--- src/ifa_pkg.sv ---
// Constants, address map and region type for the interrupt flags and address map block
package ifa_pkg;
	localparam int IFA_ADDR_W = 20;
	localparam int IFA_IPL_W = 3;
	localparam int IFA_VEC_W = 6;
	localparam int IFA_SP_W = 16;
	localparam int IFA_PADDR_W = 12;

	localparam logic [19:0] IFA_SPACE_LO = 20'h00000;
	localparam logic [19:0] IFA_SPACE_HI = 20'hFFFFF;
	localparam logic [19:0] IFA_SFR_LO = 20'h00000;
	localparam logic [19:0] IFA_SFR_HI = 20'h002FF;
	localparam logic [19:0] IFA_RAM_BASE = 20'h00400;
	localparam logic [19:0] IFA_ROM_TOP = 20'h0FFFF;
	localparam logic [19:0] IFA_VEC_LO = 20'h0FFDC;
	localparam int IFA_ROM_BYTES_DEF = 49152;
	localparam int IFA_RAM_BYTES_DEF = 2048;

	localparam logic [11:0] IFA_FLAGS_OFS = 12'h000;
	localparam logic [11:0] IFA_HSP_OFS = 12'h004;
	localparam logic [11:0] IFA_USP_OFS = 12'h008;
	localparam logic [11:0] IFA_STATUS_OFS = 12'h00C;

	localparam int IFA_FLAG_I_BIT = 0;
	localparam int IFA_FLAG_U_BIT = 1;
	localparam int IFA_IPL_LSB = 2;
	localparam int IFA_RSV_BIT = 7;
	localparam int IFA_ST_HW_BIT = 6;
	localparam int IFA_ST_SPRAM_BIT = 7;

	localparam logic IFA_FLAG_I_RST = 1'b0;
	localparam logic IFA_FLAG_U_RST = 1'b0;
	localparam logic [2:0] IFA_IPL_RST = 3'h0;
	localparam logic [15:0] IFA_SP_RST = 16'h0000;
	localparam logic [5:0] IFA_TRAP_U_MAX = 6'h1F;

	typedef enum logic [2:0] {IFA_RG_NONE, IFA_RG_SFR, IFA_RG_RAM, IFA_RG_ROM, IFA_RG_VEC} ifa_rgn_e;
endpackage

--- src/ifa_dec_if.sv ---
// Address-to-region link between the top and the region decoder
`timescale 1ns/1ps
interface ifa_dec_if;
	import ifa_pkg::*;
	logic [19:0] addr;
	ifa_rgn_e rgn;
	modport dec (input addr, output rgn);
	modport user (output addr, input rgn);
endinterface

--- src/ifa_decode.sv ---
// Region decoder for the 1-Mbyte address space
`timescale 1ns/1ps
module ifa_decode
	import ifa_pkg::*;
#(
	parameter int ROM_BYTES = IFA_ROM_BYTES_DEF,
	parameter int RAM_BYTES = IFA_RAM_BYTES_DEF
)
(
	ifa_dec_if.dec bus
);
	localparam int ROM_LO_I = 65536 - ROM_BYTES;
	localparam int RAM_HI_I = 1024 + RAM_BYTES - 1;
	localparam logic [19:0] ROM_LO = ROM_LO_I[19:0];
	localparam logic [19:0] RAM_HI = RAM_HI_I[19:0];

	function automatic ifa_rgn_e ifa_region(input logic [19:0] a);
		ifa_rgn_e r;
		r = IFA_RG_NONE;
		if (a >= IFA_SFR_LO && a <= IFA_SFR_HI)
			r = IFA_RG_SFR;
		else if (a >= IFA_VEC_LO && a <= IFA_ROM_TOP)
			r = IFA_RG_VEC;
		else if (a >= ROM_LO && a <= IFA_ROM_TOP)
			r = IFA_RG_ROM;
		else if (a >= IFA_RAM_BASE && a <= RAM_HI)
			r = IFA_RG_RAM;
		else
			r = IFA_RG_NONE;
		return r;
	endfunction

	always_comb
	begin
		bus.rgn = ifa_region(bus.addr);
	end
endmodule

--- src/ifa_top.sv ---
// Interrupt acceptance flags, stack select and address decode with an APB register port
//
// Implementation choices: the placing of the registers and the APB register port.
`timescale 1ns/1ps
//
// Contract
// - Global mask flag at 0 refuses maskable requests; at 1 they may pass.
// - Any acknowledged interrupt clears the global mask flag to 0.
// - Stack select 0 picks handler stack pointer, 1 picks user stack pointer.
// - Stack select clears on hardware acknowledge or trap numbers 0 to 31.
// - Processor priority level is a 3-bit threshold, levels 0 to 7.
// - A request is taken only if its priority exceeds the current level.
// - Reserved flag bit: software writes 0; reads are undefined, may vary.
// - Decoder spans 1 Mbyte, addresses 00000h to FFFFFh.
// - ROM region ends at 0FFFFh and extends downward by ROM size.
// - 0FFDCh to 0FFFFh is the fixed vector table.
// - RAM region starts at 00400h and extends upward by RAM size.
// - RAM holds data and the stack for calls and interrupt context.
// - Peripheral register region is 00000h to 002FFh.
module ifa_top
	import ifa_pkg::*;
#(
	parameter int ROM_BYTES = IFA_ROM_BYTES_DEF,
	parameter int RAM_BYTES = IFA_RAM_BYTES_DEF
)
(
	input wire logic pclk,
	input wire logic presetn,
	input wire logic psel,
	input wire logic penable,
	input wire logic pwrite,
	input wire logic [11:0] paddr,
	input wire logic [31:0] pwdata,
	input wire logic [3:0] pstrb,
	output logic [31:0] prdata,
	output logic pready,
	output logic pslverr,
	input wire logic irq_req,
	input wire logic [2:0] irq_level,
	input wire logic [5:0] irq_vector,
	input wire logic sw_trap,
	input wire logic [5:0] sw_trap_num,
	output logic irq_ack,
	output logic trap_ack,
	output logic [5:0] ack_vector,
	output logic stack_sel,
	output logic [15:0] stack_ptr,
	input wire logic cpu_valid,
	input wire logic [19:0] cpu_addr,
	output logic sel_sfr,
	output logic sel_ram,
	output logic sel_rom,
	output logic sel_vec,
	output logic sel_none
);
	if (ROM_BYTES < 64 || ROM_BYTES > 65536 - 1024 - RAM_BYTES)
		$error("ROM_BYTES out of range");
	if (RAM_BYTES < 16 || RAM_BYTES > 64512)
		$error("RAM_BYTES out of range");

	typedef struct packed {
		logic flag_i;
		logic flag_u;
		logic [2:0] processor_priority_level;
		logic [15:0] hsp;
		logic [15:0] user_stack_pointer;
		logic [5:0] last_vec;
		logic last_hw;
		logic junk;
		logic irq_ack;
		logic trap_ack;
		logic [5:0] ack_vec;
		logic [15:0] sp;
		logic pready;
		logic pslverr;
		logic [31:0] prdata;
		logic special_function_registers;
		logic ram;
		logic rom;
		logic vec;
		logic none;
	} ifa_state_s;

	ifa_state_s st_q;
	ifa_state_s st_d;

	ifa_dec_if cpu_dec ();
	ifa_dec_if sp_dec ();

	ifa_decode #(.ROM_BYTES(ROM_BYTES), .RAM_BYTES(RAM_BYTES)) u_cpu_dec (.bus(cpu_dec.dec));
	ifa_decode #(.ROM_BYTES(ROM_BYTES), .RAM_BYTES(RAM_BYTES)) u_sp_dec (.bus(sp_dec.dec));

	assign cpu_dec.addr = cpu_addr;
	assign sp_dec.addr = {4'h0, st_q.sp};

	function automatic logic [15:0] ifa_merge16(input logic [15:0] old, input logic [31:0] wd,
		input logic [3:0] be);
		logic [15:0] r;
		r = old;
		if (be[0])
			r[7:0] = wd[7:0];
		if (be[1])
			r[15:8] = wd[15:8];
		return r;
	endfunction

	logic setup;
	logic wr_take;
	logic hw_take;
	logic sp_in_ram;

	always_comb
	begin
		setup = psel && !penable;
		wr_take = psel && penable && st_q.pready && pwrite;
		hw_take = irq_req && st_q.flag_i && (irq_level > st_q.processor_priority_level)
			&& !st_q.irq_ack && !st_q.trap_ack && !sw_trap;
		sp_in_ram = (sp_dec.rgn == IFA_RG_RAM);
		st_d = st_q;
		st_d.junk = !st_q.junk;
		st_d.irq_ack = 1'b0;
		st_d.trap_ack = 1'b0;
		st_d.pready = 1'b0;
		st_d.pslverr = 1'b0;
		// Register writes; an acknowledge in the same cycle overrides I, and U except for a trap above 1Fh
		if (wr_take && paddr == IFA_FLAGS_OFS && pstrb[0])
		begin
			st_d.flag_i = pwdata[IFA_FLAG_I_BIT];
			st_d.flag_u = pwdata[IFA_FLAG_U_BIT];
			st_d.processor_priority_level = pwdata[IFA_IPL_LSB +: IFA_IPL_W];
		end
		else if (wr_take && paddr == IFA_HSP_OFS)
			st_d.hsp = ifa_merge16(st_q.hsp, pwdata, pstrb);
		else if (wr_take && paddr == IFA_USP_OFS)
			st_d.user_stack_pointer = ifa_merge16(st_q.user_stack_pointer, pwdata, pstrb);
		// Traps are instructions and go before a pending hardware request
		if (sw_trap && !st_q.trap_ack)
		begin
			st_d.trap_ack = 1'b1;
			st_d.ack_vec = sw_trap_num;
			st_d.last_vec = sw_trap_num;
			st_d.last_hw = 1'b0;
			st_d.flag_i = 1'b0;
			if (sw_trap_num <= IFA_TRAP_U_MAX)
				st_d.flag_u = 1'b0;
		end
		else if (hw_take)
		begin
			st_d.irq_ack = 1'b1;
			st_d.ack_vec = irq_vector;
			st_d.last_vec = irq_vector;
			st_d.last_hw = 1'b1;
			st_d.flag_i = 1'b0;
			st_d.flag_u = 1'b0;
		end
		st_d.sp = st_d.flag_u ? st_d.user_stack_pointer : st_d.hsp;
		// Read data is captured in the setup cycle; answer comes in the first access cycle
		if (setup)
		begin
			st_d.pready = 1'b1;
			st_d.prdata = 32'h0000_0000;
			if (paddr == IFA_FLAGS_OFS)
			begin
				st_d.prdata[IFA_FLAG_I_BIT] = st_q.flag_i;
				st_d.prdata[IFA_FLAG_U_BIT] = st_q.flag_u;
				st_d.prdata[IFA_IPL_LSB +: IFA_IPL_W] = st_q.processor_priority_level;
				st_d.prdata[IFA_RSV_BIT] = st_q.junk;
			end
			else if (paddr == IFA_HSP_OFS)
				st_d.prdata[15:0] = st_q.hsp;
			else if (paddr == IFA_USP_OFS)
				st_d.prdata[15:0] = st_q.user_stack_pointer;
			else if (paddr == IFA_STATUS_OFS && !pwrite)
			begin
				st_d.prdata[5:0] = st_q.last_vec;
				st_d.prdata[IFA_ST_HW_BIT] = st_q.last_hw;
				st_d.prdata[IFA_ST_SPRAM_BIT] = sp_in_ram;
			end
			else
				st_d.pslverr = 1'b1;
		end
		else if (psel && penable && st_q.pready)
			st_d.prdata = 32'h0000_0000;
		st_d.special_function_registers = cpu_valid && cpu_dec.rgn == IFA_RG_SFR;
		st_d.ram = cpu_valid && cpu_dec.rgn == IFA_RG_RAM;
		st_d.rom = cpu_valid && cpu_dec.rgn == IFA_RG_ROM;
		st_d.vec = cpu_valid && cpu_dec.rgn == IFA_RG_VEC;
		st_d.none = cpu_valid && cpu_dec.rgn == IFA_RG_NONE;
	end

	always_ff @(posedge pclk or negedge presetn)
	begin
		if (!presetn)
		begin
			st_q <= '0;
			st_q.flag_i <= IFA_FLAG_I_RST;
			st_q.flag_u <= IFA_FLAG_U_RST;
			st_q.processor_priority_level <= IFA_IPL_RST;
			st_q.hsp <= IFA_SP_RST;
			st_q.user_stack_pointer <= IFA_SP_RST;
			st_q.sp <= IFA_SP_RST;
		end
		else
			st_q <= st_d;
	end

	assign prdata = st_q.prdata;
	assign pready = st_q.pready;
	assign pslverr = st_q.pslverr;
	assign irq_ack = st_q.irq_ack;
	assign trap_ack = st_q.trap_ack;
	assign ack_vector = st_q.ack_vec;
	assign stack_sel = st_q.flag_u;
	assign stack_ptr = st_q.sp;
	assign sel_sfr = st_q.special_function_registers;
	assign sel_ram = st_q.ram;
	assign sel_rom = st_q.rom;
	assign sel_vec = st_q.vec;
	assign sel_none = st_q.none;

	localparam int ROM_LO_A = 65536 - ROM_BYTES;
	localparam int RAM_HI_A = 1024 + RAM_BYTES - 1;

	AST_MASK_GATES: assert property (@(posedge pclk) disable iff (!presetn)
		irq_ack |-> $past(st_q.flag_i) && $past(irq_req))
		else $error("hardware acknowledge while mask flag was 0");
	AST_PRIO_ABOVE: assert property (@(posedge pclk) disable iff (!presetn)
		irq_ack |-> $past(irq_level) > $past(st_q.processor_priority_level))
		else $error("acknowledged request not above priority level");
	AST_ACK_CLEARS_I: assert property (@(posedge pclk) disable iff (!presetn)
		(irq_ack || trap_ack) |-> !st_q.flag_i)
		else $error("mask flag not cleared on acknowledge");
	AST_HW_CLEARS_U: assert property (@(posedge pclk) disable iff (!presetn)
		irq_ack |-> !stack_sel)
		else $error("stack select not cleared on hardware acknowledge");
	AST_TRAP_U: assert property (@(posedge pclk) disable iff (!presetn)
		trap_ack && $past(sw_trap_num) <= 6'h1F |-> !stack_sel && ack_vector == $past(sw_trap_num))
		else $error("low trap did not clear stack select");
	AST_SP_FOLLOWS: assert property (@(posedge pclk) disable iff (!presetn)
		$rose(stack_sel) && !$past(wr_take && paddr == IFA_USP_OFS) |-> stack_ptr == $past(st_q.user_stack_pointer))
		else $error("stack pointer not user pointer after select set");
	AST_SFR_RANGE: assert property (@(posedge pclk) disable iff (!presetn)
		$past(cpu_valid) && $past(cpu_addr) <= 20'h002FF |-> sel_sfr && !sel_ram && !sel_none)
		else $error("peripheral region not selected");
	AST_VEC_RANGE: assert property (@(posedge pclk) disable iff (!presetn)
		$past(cpu_valid) && $past(cpu_addr) >= 20'h0FFDC && $past(cpu_addr) <= 20'h0FFFF |-> sel_vec)
		else $error("vector table not selected");
	AST_RAM_RANGE: assert property (@(posedge pclk) disable iff (!presetn)
		sel_ram |-> $past(cpu_addr) >= 20'h00400 && $past(cpu_addr) <= RAM_HI_A[19:0])
		else $error("RAM selected outside its range");
	AST_ROM_RANGE: assert property (@(posedge pclk) disable iff (!presetn)
		sel_rom |-> $past(cpu_addr) >= ROM_LO_A[19:0] && $past(cpu_addr) < 20'h0FFDC)
		else $error("ROM selected outside its range");
	AST_NONE_HIGH: assert property (@(posedge pclk) disable iff (!presetn)
		$past(cpu_valid) && $past(cpu_addr) > 20'h0FFFF |-> sel_none && !sel_rom && !sel_vec)
		else $error("address above ROM selected a target");
	AST_APB_ONE: assert property (@(posedge pclk) disable iff (!presetn)
		psel && !penable |=> pready ##1 !pready)
		else $error("APB answer not exactly one access cycle");
endmodule

--- config.mk ---
export PLATFORM = sky130hd
export DESIGN_NAME = ifa_top
export DESIGN_NICKNAME = d
export VERILOG_FILES = /design/src/ifa_pkg.sv /design/src/ifa_dec_if.sv /design/src/ifa_decode.sv /design/src/ifa_top.sv
export SDC_FILE = /design/constraint.sdc
export NUM_CORES = 1
export LEC_CHECK = 0
export BUFFER_PORTS_ARGS = -buffer_cell sky130_fd_sc_hd__clkbuf_2
export CAP_MARGIN = 0
export CORE_ASPECT_RATIO = 0.75
export CORE_UTILIZATION = 35
export CTS_CLUSTER_DIAMETER = 60
export DETAILED_ROUTE_END_ITERATION = 7
export PLACE_DENSITY_LB_ADDON = 0.05
export SLEW_MARGIN = 20
export SYNTH_ARGS = -nofsm -noshare
export SYNTH_HDL_FRONTEND = slang
export SYNTH_SLANG_ARGS = --single-unit
--- constraint.sdc ---
create_clock -name pclk -period 2.75 [get_ports pclk]
set_input_delay 0 -clock pclk [delete_from_list [all_inputs] [get_ports pclk]]
set_output_delay 0 -clock pclk [all_outputs]
set_load 0.01 [all_outputs]
After elaboration in Yosys (flattened, before gate mapping)

Cells that the tools add are included.

Eq/ne operators: 8
Multiplexer cells: 43
Reductions and logical operators: 39
Order comparisons: 16

Operators by type and width:

| operator                                                                              | number |
|---|---|
| 32-bit two-way mux                                                                    | 3 |
| 16-bit two-way mux                                                                    | 5 |
| 8-bit two-way mux                                                                     | 8 |
| 1-bit logical AND                                                                     | 28 |
| 12-bit by 4-bit equality test with 1-bit output, second input constant                | 2 |
| 20-bit by 1-bit greater-or-equal comparator with 1-bit output, second input constant  | 1 |
| 20-bit by 11-bit greater-or-equal comparator with 1-bit output, second input constant | 1 |
| 20-bit by 15-bit greater-or-equal comparator with 1-bit output, second input constant | 1 |
| 20-bit by 16-bit greater-or-equal comparator with 1-bit output, second input constant | 1 |
| 20-bit by 10-bit less-or-equal comparator with 1-bit output, second input constant    | 1 |
| 20-bit by 12-bit less-or-equal comparator with 1-bit output, second input constant    | 1 |
| 20-bit by 16-bit less-or-equal comparator with 1-bit output, second input constant    | 1 |
| 3-bit two-way mux                                                                     | 6 |
| 16-bit by 1-bit greater-or-equal comparator with 1-bit output, second input constant  | 1 |
| 16-bit by 11-bit greater-or-equal comparator with 1-bit output, second input constant | 1 |
| 16-bit by 15-bit greater-or-equal comparator with 1-bit output, second input constant | 1 |
| 16-bit greater-or-equal comparator, second input constant                             | 1 |
| 16-bit by 10-bit less-or-equal comparator with 1-bit output, second input constant    | 1 |
| 16-bit by 12-bit less-or-equal comparator with 1-bit output, second input constant    | 1 |
| 16-bit less-or-equal comparator, second input constant                                | 1 |
| 7-bit two-way mux                                                                     | 2 |
| 12-bit by 3-bit equality test with 1-bit output, second input constant                | 1 |
| 12-bit zero test                                                                      | 1 |
| 2-bit two-way mux                                                                     | 6 |
| 12 further kinds                                                                      | 30 |

Input port bits: 91
Logic and storage cells: 126
Flip-flop bits (word level): 108

Logic depth before layout (Yosys ltp)

Word-level depth: 12
Mapped depth: 11
Mapped depth without buffers: 9

By module

Synthesis repeated with hierarchy kept, for this count alone.

Cells, all modules: 389
Area total of the unflattened synthesis: 4341.7 µm²

Modules (own cells, without submodules):

| module     | area an instance (µm²) | sequential area each (µm²) | instances | cells an instance |
|---|---|---|---|---|
| ifa_top    | 4161.5                 | 2152.1                     | 1         | 359 |
| ifa_decode | 90.1                   | 0.0                        | 2         | 15 |

Worst setup path after synthesis

No wires, ideal clock.

Path kind: input to register
From: input paddr[11]
To: register st_q, in the netlist stack_ptr[10]
Required time: 2.624 ns
Cell stages on the path: 9
Arrival: 2.190 ns
Slack: 0.434 ns
Cells stage by stage: or4_4 > or3_1 > buf_6 > or3_4 > a211o_1 > buf_6 > buf_2 > nand3_1 > nand3_1

RTL lines:

| element              | line           | text |
|---|---|---|
| start, declared      | ifa_top.sv:32  | `input wire logic [11:0] paddr,` |
| end signal, assigned | ifa_top.sv:204 | `st_q <= st_d;` |
| end, declared        | ifa_top.sv:84  | `ifa_state_s st_q;` |

Worst setup path in the final report

From: register st_q, in the netlist trap_ack
To: register st_q[68] in the netlist's numbering

Cells in the longest elaborated chain, start to end: 4

RTL lines:

| element                             | line                           | text |
|---|---|---|
| 1-bit zero test *                   | ifa_top.sv:117, ifa_top.sv:137 |  |
| 1-bit logical AND (2 in a row)      | ifa_top.sv:117                 | `&& !st_q.irq_ack && !st_q.trap_ack && !sw_trap;` |
| 2-bit nonzero test (no source line) | -                              |  |

Mark *: on every way between the ends. The rest lies on a longest branch, timed or not.
A chain may end at the register's enable or synchronous reset.

==> flow_summary.ini <==
[clock_network]
clk_root_buffer_cell = clkbuf_16
cts_tree = built
cts.sinks = 86
ctsResizeCount = 0
clockBufferDepth = 2
cts_buffers = 9
ctsHtreeMaxLevel = 3
insertion_delay_ns = 0.34
clkTransAtPathRegs_ns = 0.06

[detailed_routing]
via_per_inst = 4.88
num_vias = 3673
drt_iter0_markers = 175
drt-wirelength-per-cell_um = 16.1
drc = 0
wirelength_um = 12200
ant_nets = 0
firstDrtPassIters = 6

[synth]
avgSynthCellArea_um2 = 9.96
synthArstFlopShare = 1.00
synth.mux.area_fraction = 0.0929
ys_seq_area_frac = 0.478
synth_seq_cells = 86
synth_compound_area_frac = 0.102
synth_top_family_by_area = simple AND/OR/NAND/NOR gates
synth-simple-area-share = 0.192
synth_warnings = 0
synth_fa_ha_area_frac = 0.00834
synthFlopType = dfrtp_1
synth_edf_count = 0
syn_area_um2 = 4500
synth_xor_area_frac = 0.00389
synthCells = 452
ys_types = 42

[sta]
max_freq_mhz = 385
setup_viol = 0
whs_ns = 0.0251
setup_ws_ns = 0.154
final.min_clock_period_ns = 2.60
final.period_utilization = 0.944
hold_viol = 0
slew_violations = 0
fin_setup_tns_ns = 0
tightest_slew_ns = 0.757
max-slew-margin-rel = 0.493
clock_skew_ns = 0.00455
rsz0062_at_grt = false

[cells_and_area]
drive_above_1_share = 0.313
area_delta_synth_final_pct = 26.4
regArea_um2 = 2150
finalNetCount = 676
multi_input_area_um2 = 1860
num-fill-cells = 1217
diodes = 0
design_area_um2 = 5690

[setup_path]
cp-start-kind = flip-flop
endpoint_kind = flip-flop
crit_fanout = 9
r2r-start = trap_ack
regToRegSetupSlack_ns = 0.15
cp-endpoint = st_q[68]
startpoint = trap_ack
rr_worst_depth = 6
critPathKind = flip-flop to flip-flop
cp.required_ns = 2.97
regToRegEndpoint = st_q[68]
arrival_ns = 2.82

[die]
core-area_um2 = 12400
die_w_um = 133
rows = 35
start_util = 0.363
dieArea_um2 = 13300
die_h_um = 100
io-pin-count = 155

[grt]
grt_max_degree = 31
track_usage = 0.194
grt_pass1_vias = 3482
grt_overflow = 0
antenna_found_initial = 0
grt_pass1_wl_um = 19300

[placed_design]
placed_area_um2 = 4980
dp.final_hpwl_um = 8710
numPortBuffers = 118
pre_cts_ws_ns = 0.309
gp_congestion = 0.833

[pwr]
powerDensity_nw_per_um2 = 490
peakVddDrop_mv = 0.298
power.leakage_nw = 2.87

[hold_path]
worst_hold_startpoint = cpu_addr[8]
hp-class = input port to flip-flop

[outcome]
status = finished, final reports clean

[flow_run]
maxCapViolations = 0
## metal layers
layer,up-vias,part of all wire,global-route usage
met5,-,0,0
met4,0,0.0052,0.0584
met3,4,0.068,0.0455
met2,164,0.42,0.272
met1,1720,0.51,0.292
li1,1785,-,-
## layout make-up
type | instances | area share
Timing Repair Buffer | 175 | 0.197
Inverter | 11 | 0.00814
Multi-Input combinational cell | 299 | 0.326
Sequential cell | 86 | 0.378
Clock inverter | 3 | 0.00748
Clock buffer | 13 | 0.0457
Tap cell | 166 | 0.0365
## cell usage in the layout, fill, tap and decap left out, types with 3 or more instances in the layout
cell type / n
or2_2: 4
nor3_1: 3
inv_1: 10
nand3_1: 54
mux2i_1: 8
nor2_1: 14
and4_1: 4
nor4_1: 6
ha_1: 3
o21ai_1: 3
buf_4: 17
clkbuf_2: 117
dlygate4sd3_1: 41
a22oi_1: 8
a22o_1: 10
nand2b_1: 3
conb_1: 16
nor2b_1: 9
mux4_2: 5
dfrtp_1: 86
nand4_1: 4
nand2_1: 71
o21ai_0: 33
clkbuf_16: 9
mux2_2: 20
## sequential cells by signal, indices dropped and copies added, names as in the netlist
| signal | flops |
|---|---|
| st_q | 44 |
| prdata | 16 |
| stack_ptr | 16 |
| irq_ack | 1 |
| pready | 1 |
| pslverr | 1 |
| sel_none | 1 |
| sel_ram | 1 |
| sel_rom | 1 |
| sel_sfr | 1 |
| sel_vec | 1 |
| stack_sel | 1 |
| trap_ack | 1 |
## metrics by stage
step                       util  total power, mW  cells
after global routing      0.459             2.91    753
after detailed placement  0.402             1.53    696
after CTS                 0.459             2.83    753
final                     0.459             2.79    753
after global placement    0.402             1.52    696
after floorplan               -             1.43    467
## power breakdown
part | switching (mW) | leakage (nW) | internal, mW
Clock | 0.482 | 0.146 | 0.753
Sequential | 0.0149 | 1.18 | 1.28
Combinational | 0.132 | 1.55 | 0.124
Total | 0.629 | 2.87 | 2.16
## cells by family (layout without fill, tap and decap cells)
group                    count (synthesis)  in the layout
AND/OR/NAND/NOR                        179            179
flip-flops                              86             86
buffers and inverters                   82            202
AO/OA/AOI/OAI                           66             66
multiplexers                            33             33
adder cells (fa/ha/maj)                  3              3
XOR/XNOR                                 2              2
other                                    1             16
## worst min-delay path by stage
stage / to / slack [ns] / cells past startpoint
5_1_grt: sel_vec / 0.03 / 4
6_report: sel_vec / 0.03 / 4
4_1_cts: sel_rom / 0.003 / 4
2_1_floorplan: irq_ack / -0.30 / 0
3_3_place_gp: irq_ack / -0.05 / 1
3_5_place_dp: irq_ack / -0.04 / 1
## synthesized netlist by cell type (2+ instances only)
cell | instances | area share
nand2_1 | 71 | 0.059
mux2_2 | 20 | 0.050
buf_4 | 54 | 0.090
o31a_1 | 2 | 0.0039
nor3_1 | 3 | 0.0033
a2111oi_4 | 2 | 0.012
inv_1 | 10 | 0.0083
or4_4 | 2 | 0.0050
ha_1 | 3 | 0.0083
nand4_1 | 4 | 0.0056
o21ai_0 | 33 | 0.037
nand2b_1 | 3 | 0.0042
nor2b_1 | 9 | 0.013
nand3_1 | 54 | 0.060
dfrtp_1 | 86 | 0.48
nor2_1 | 14 | 0.012
nor4_1 | 6 | 0.0083
a22oi_1 | 8 | 0.013
a22o_1 | 10 | 0.019
mux4_2 | 5 | 0.025
a21oi_1 | 2 | 0.0022
and4_1 | 4 | 0.0078
or2_2 | 4 | 0.0056
xnor2_1 | 2 | 0.0039
mux2i_1 | 8 | 0.018
clkbuf_1 | 13 | 0.011
or4_1 | 2 | 0.0033
o21ai_1 | 3 | 0.0033
buf_6 | 2 | 0.0050
## critical path: stages (launching register included)
cell and delay [ns]:
dfrtp_1 0.39, nor4_1 0.51, o211a_1 0.47, buf_4 0.27
mux2i_1 0.19, o21ai_0 0.09, dlygate4sd3_1 0.56
## timing repair
item                      4_1_cts  5_1_grt
hold buffers                   41        0
hold endpoints to repair       92        0
buffers inserted                0        0
(Power assumes the default switching activity.)
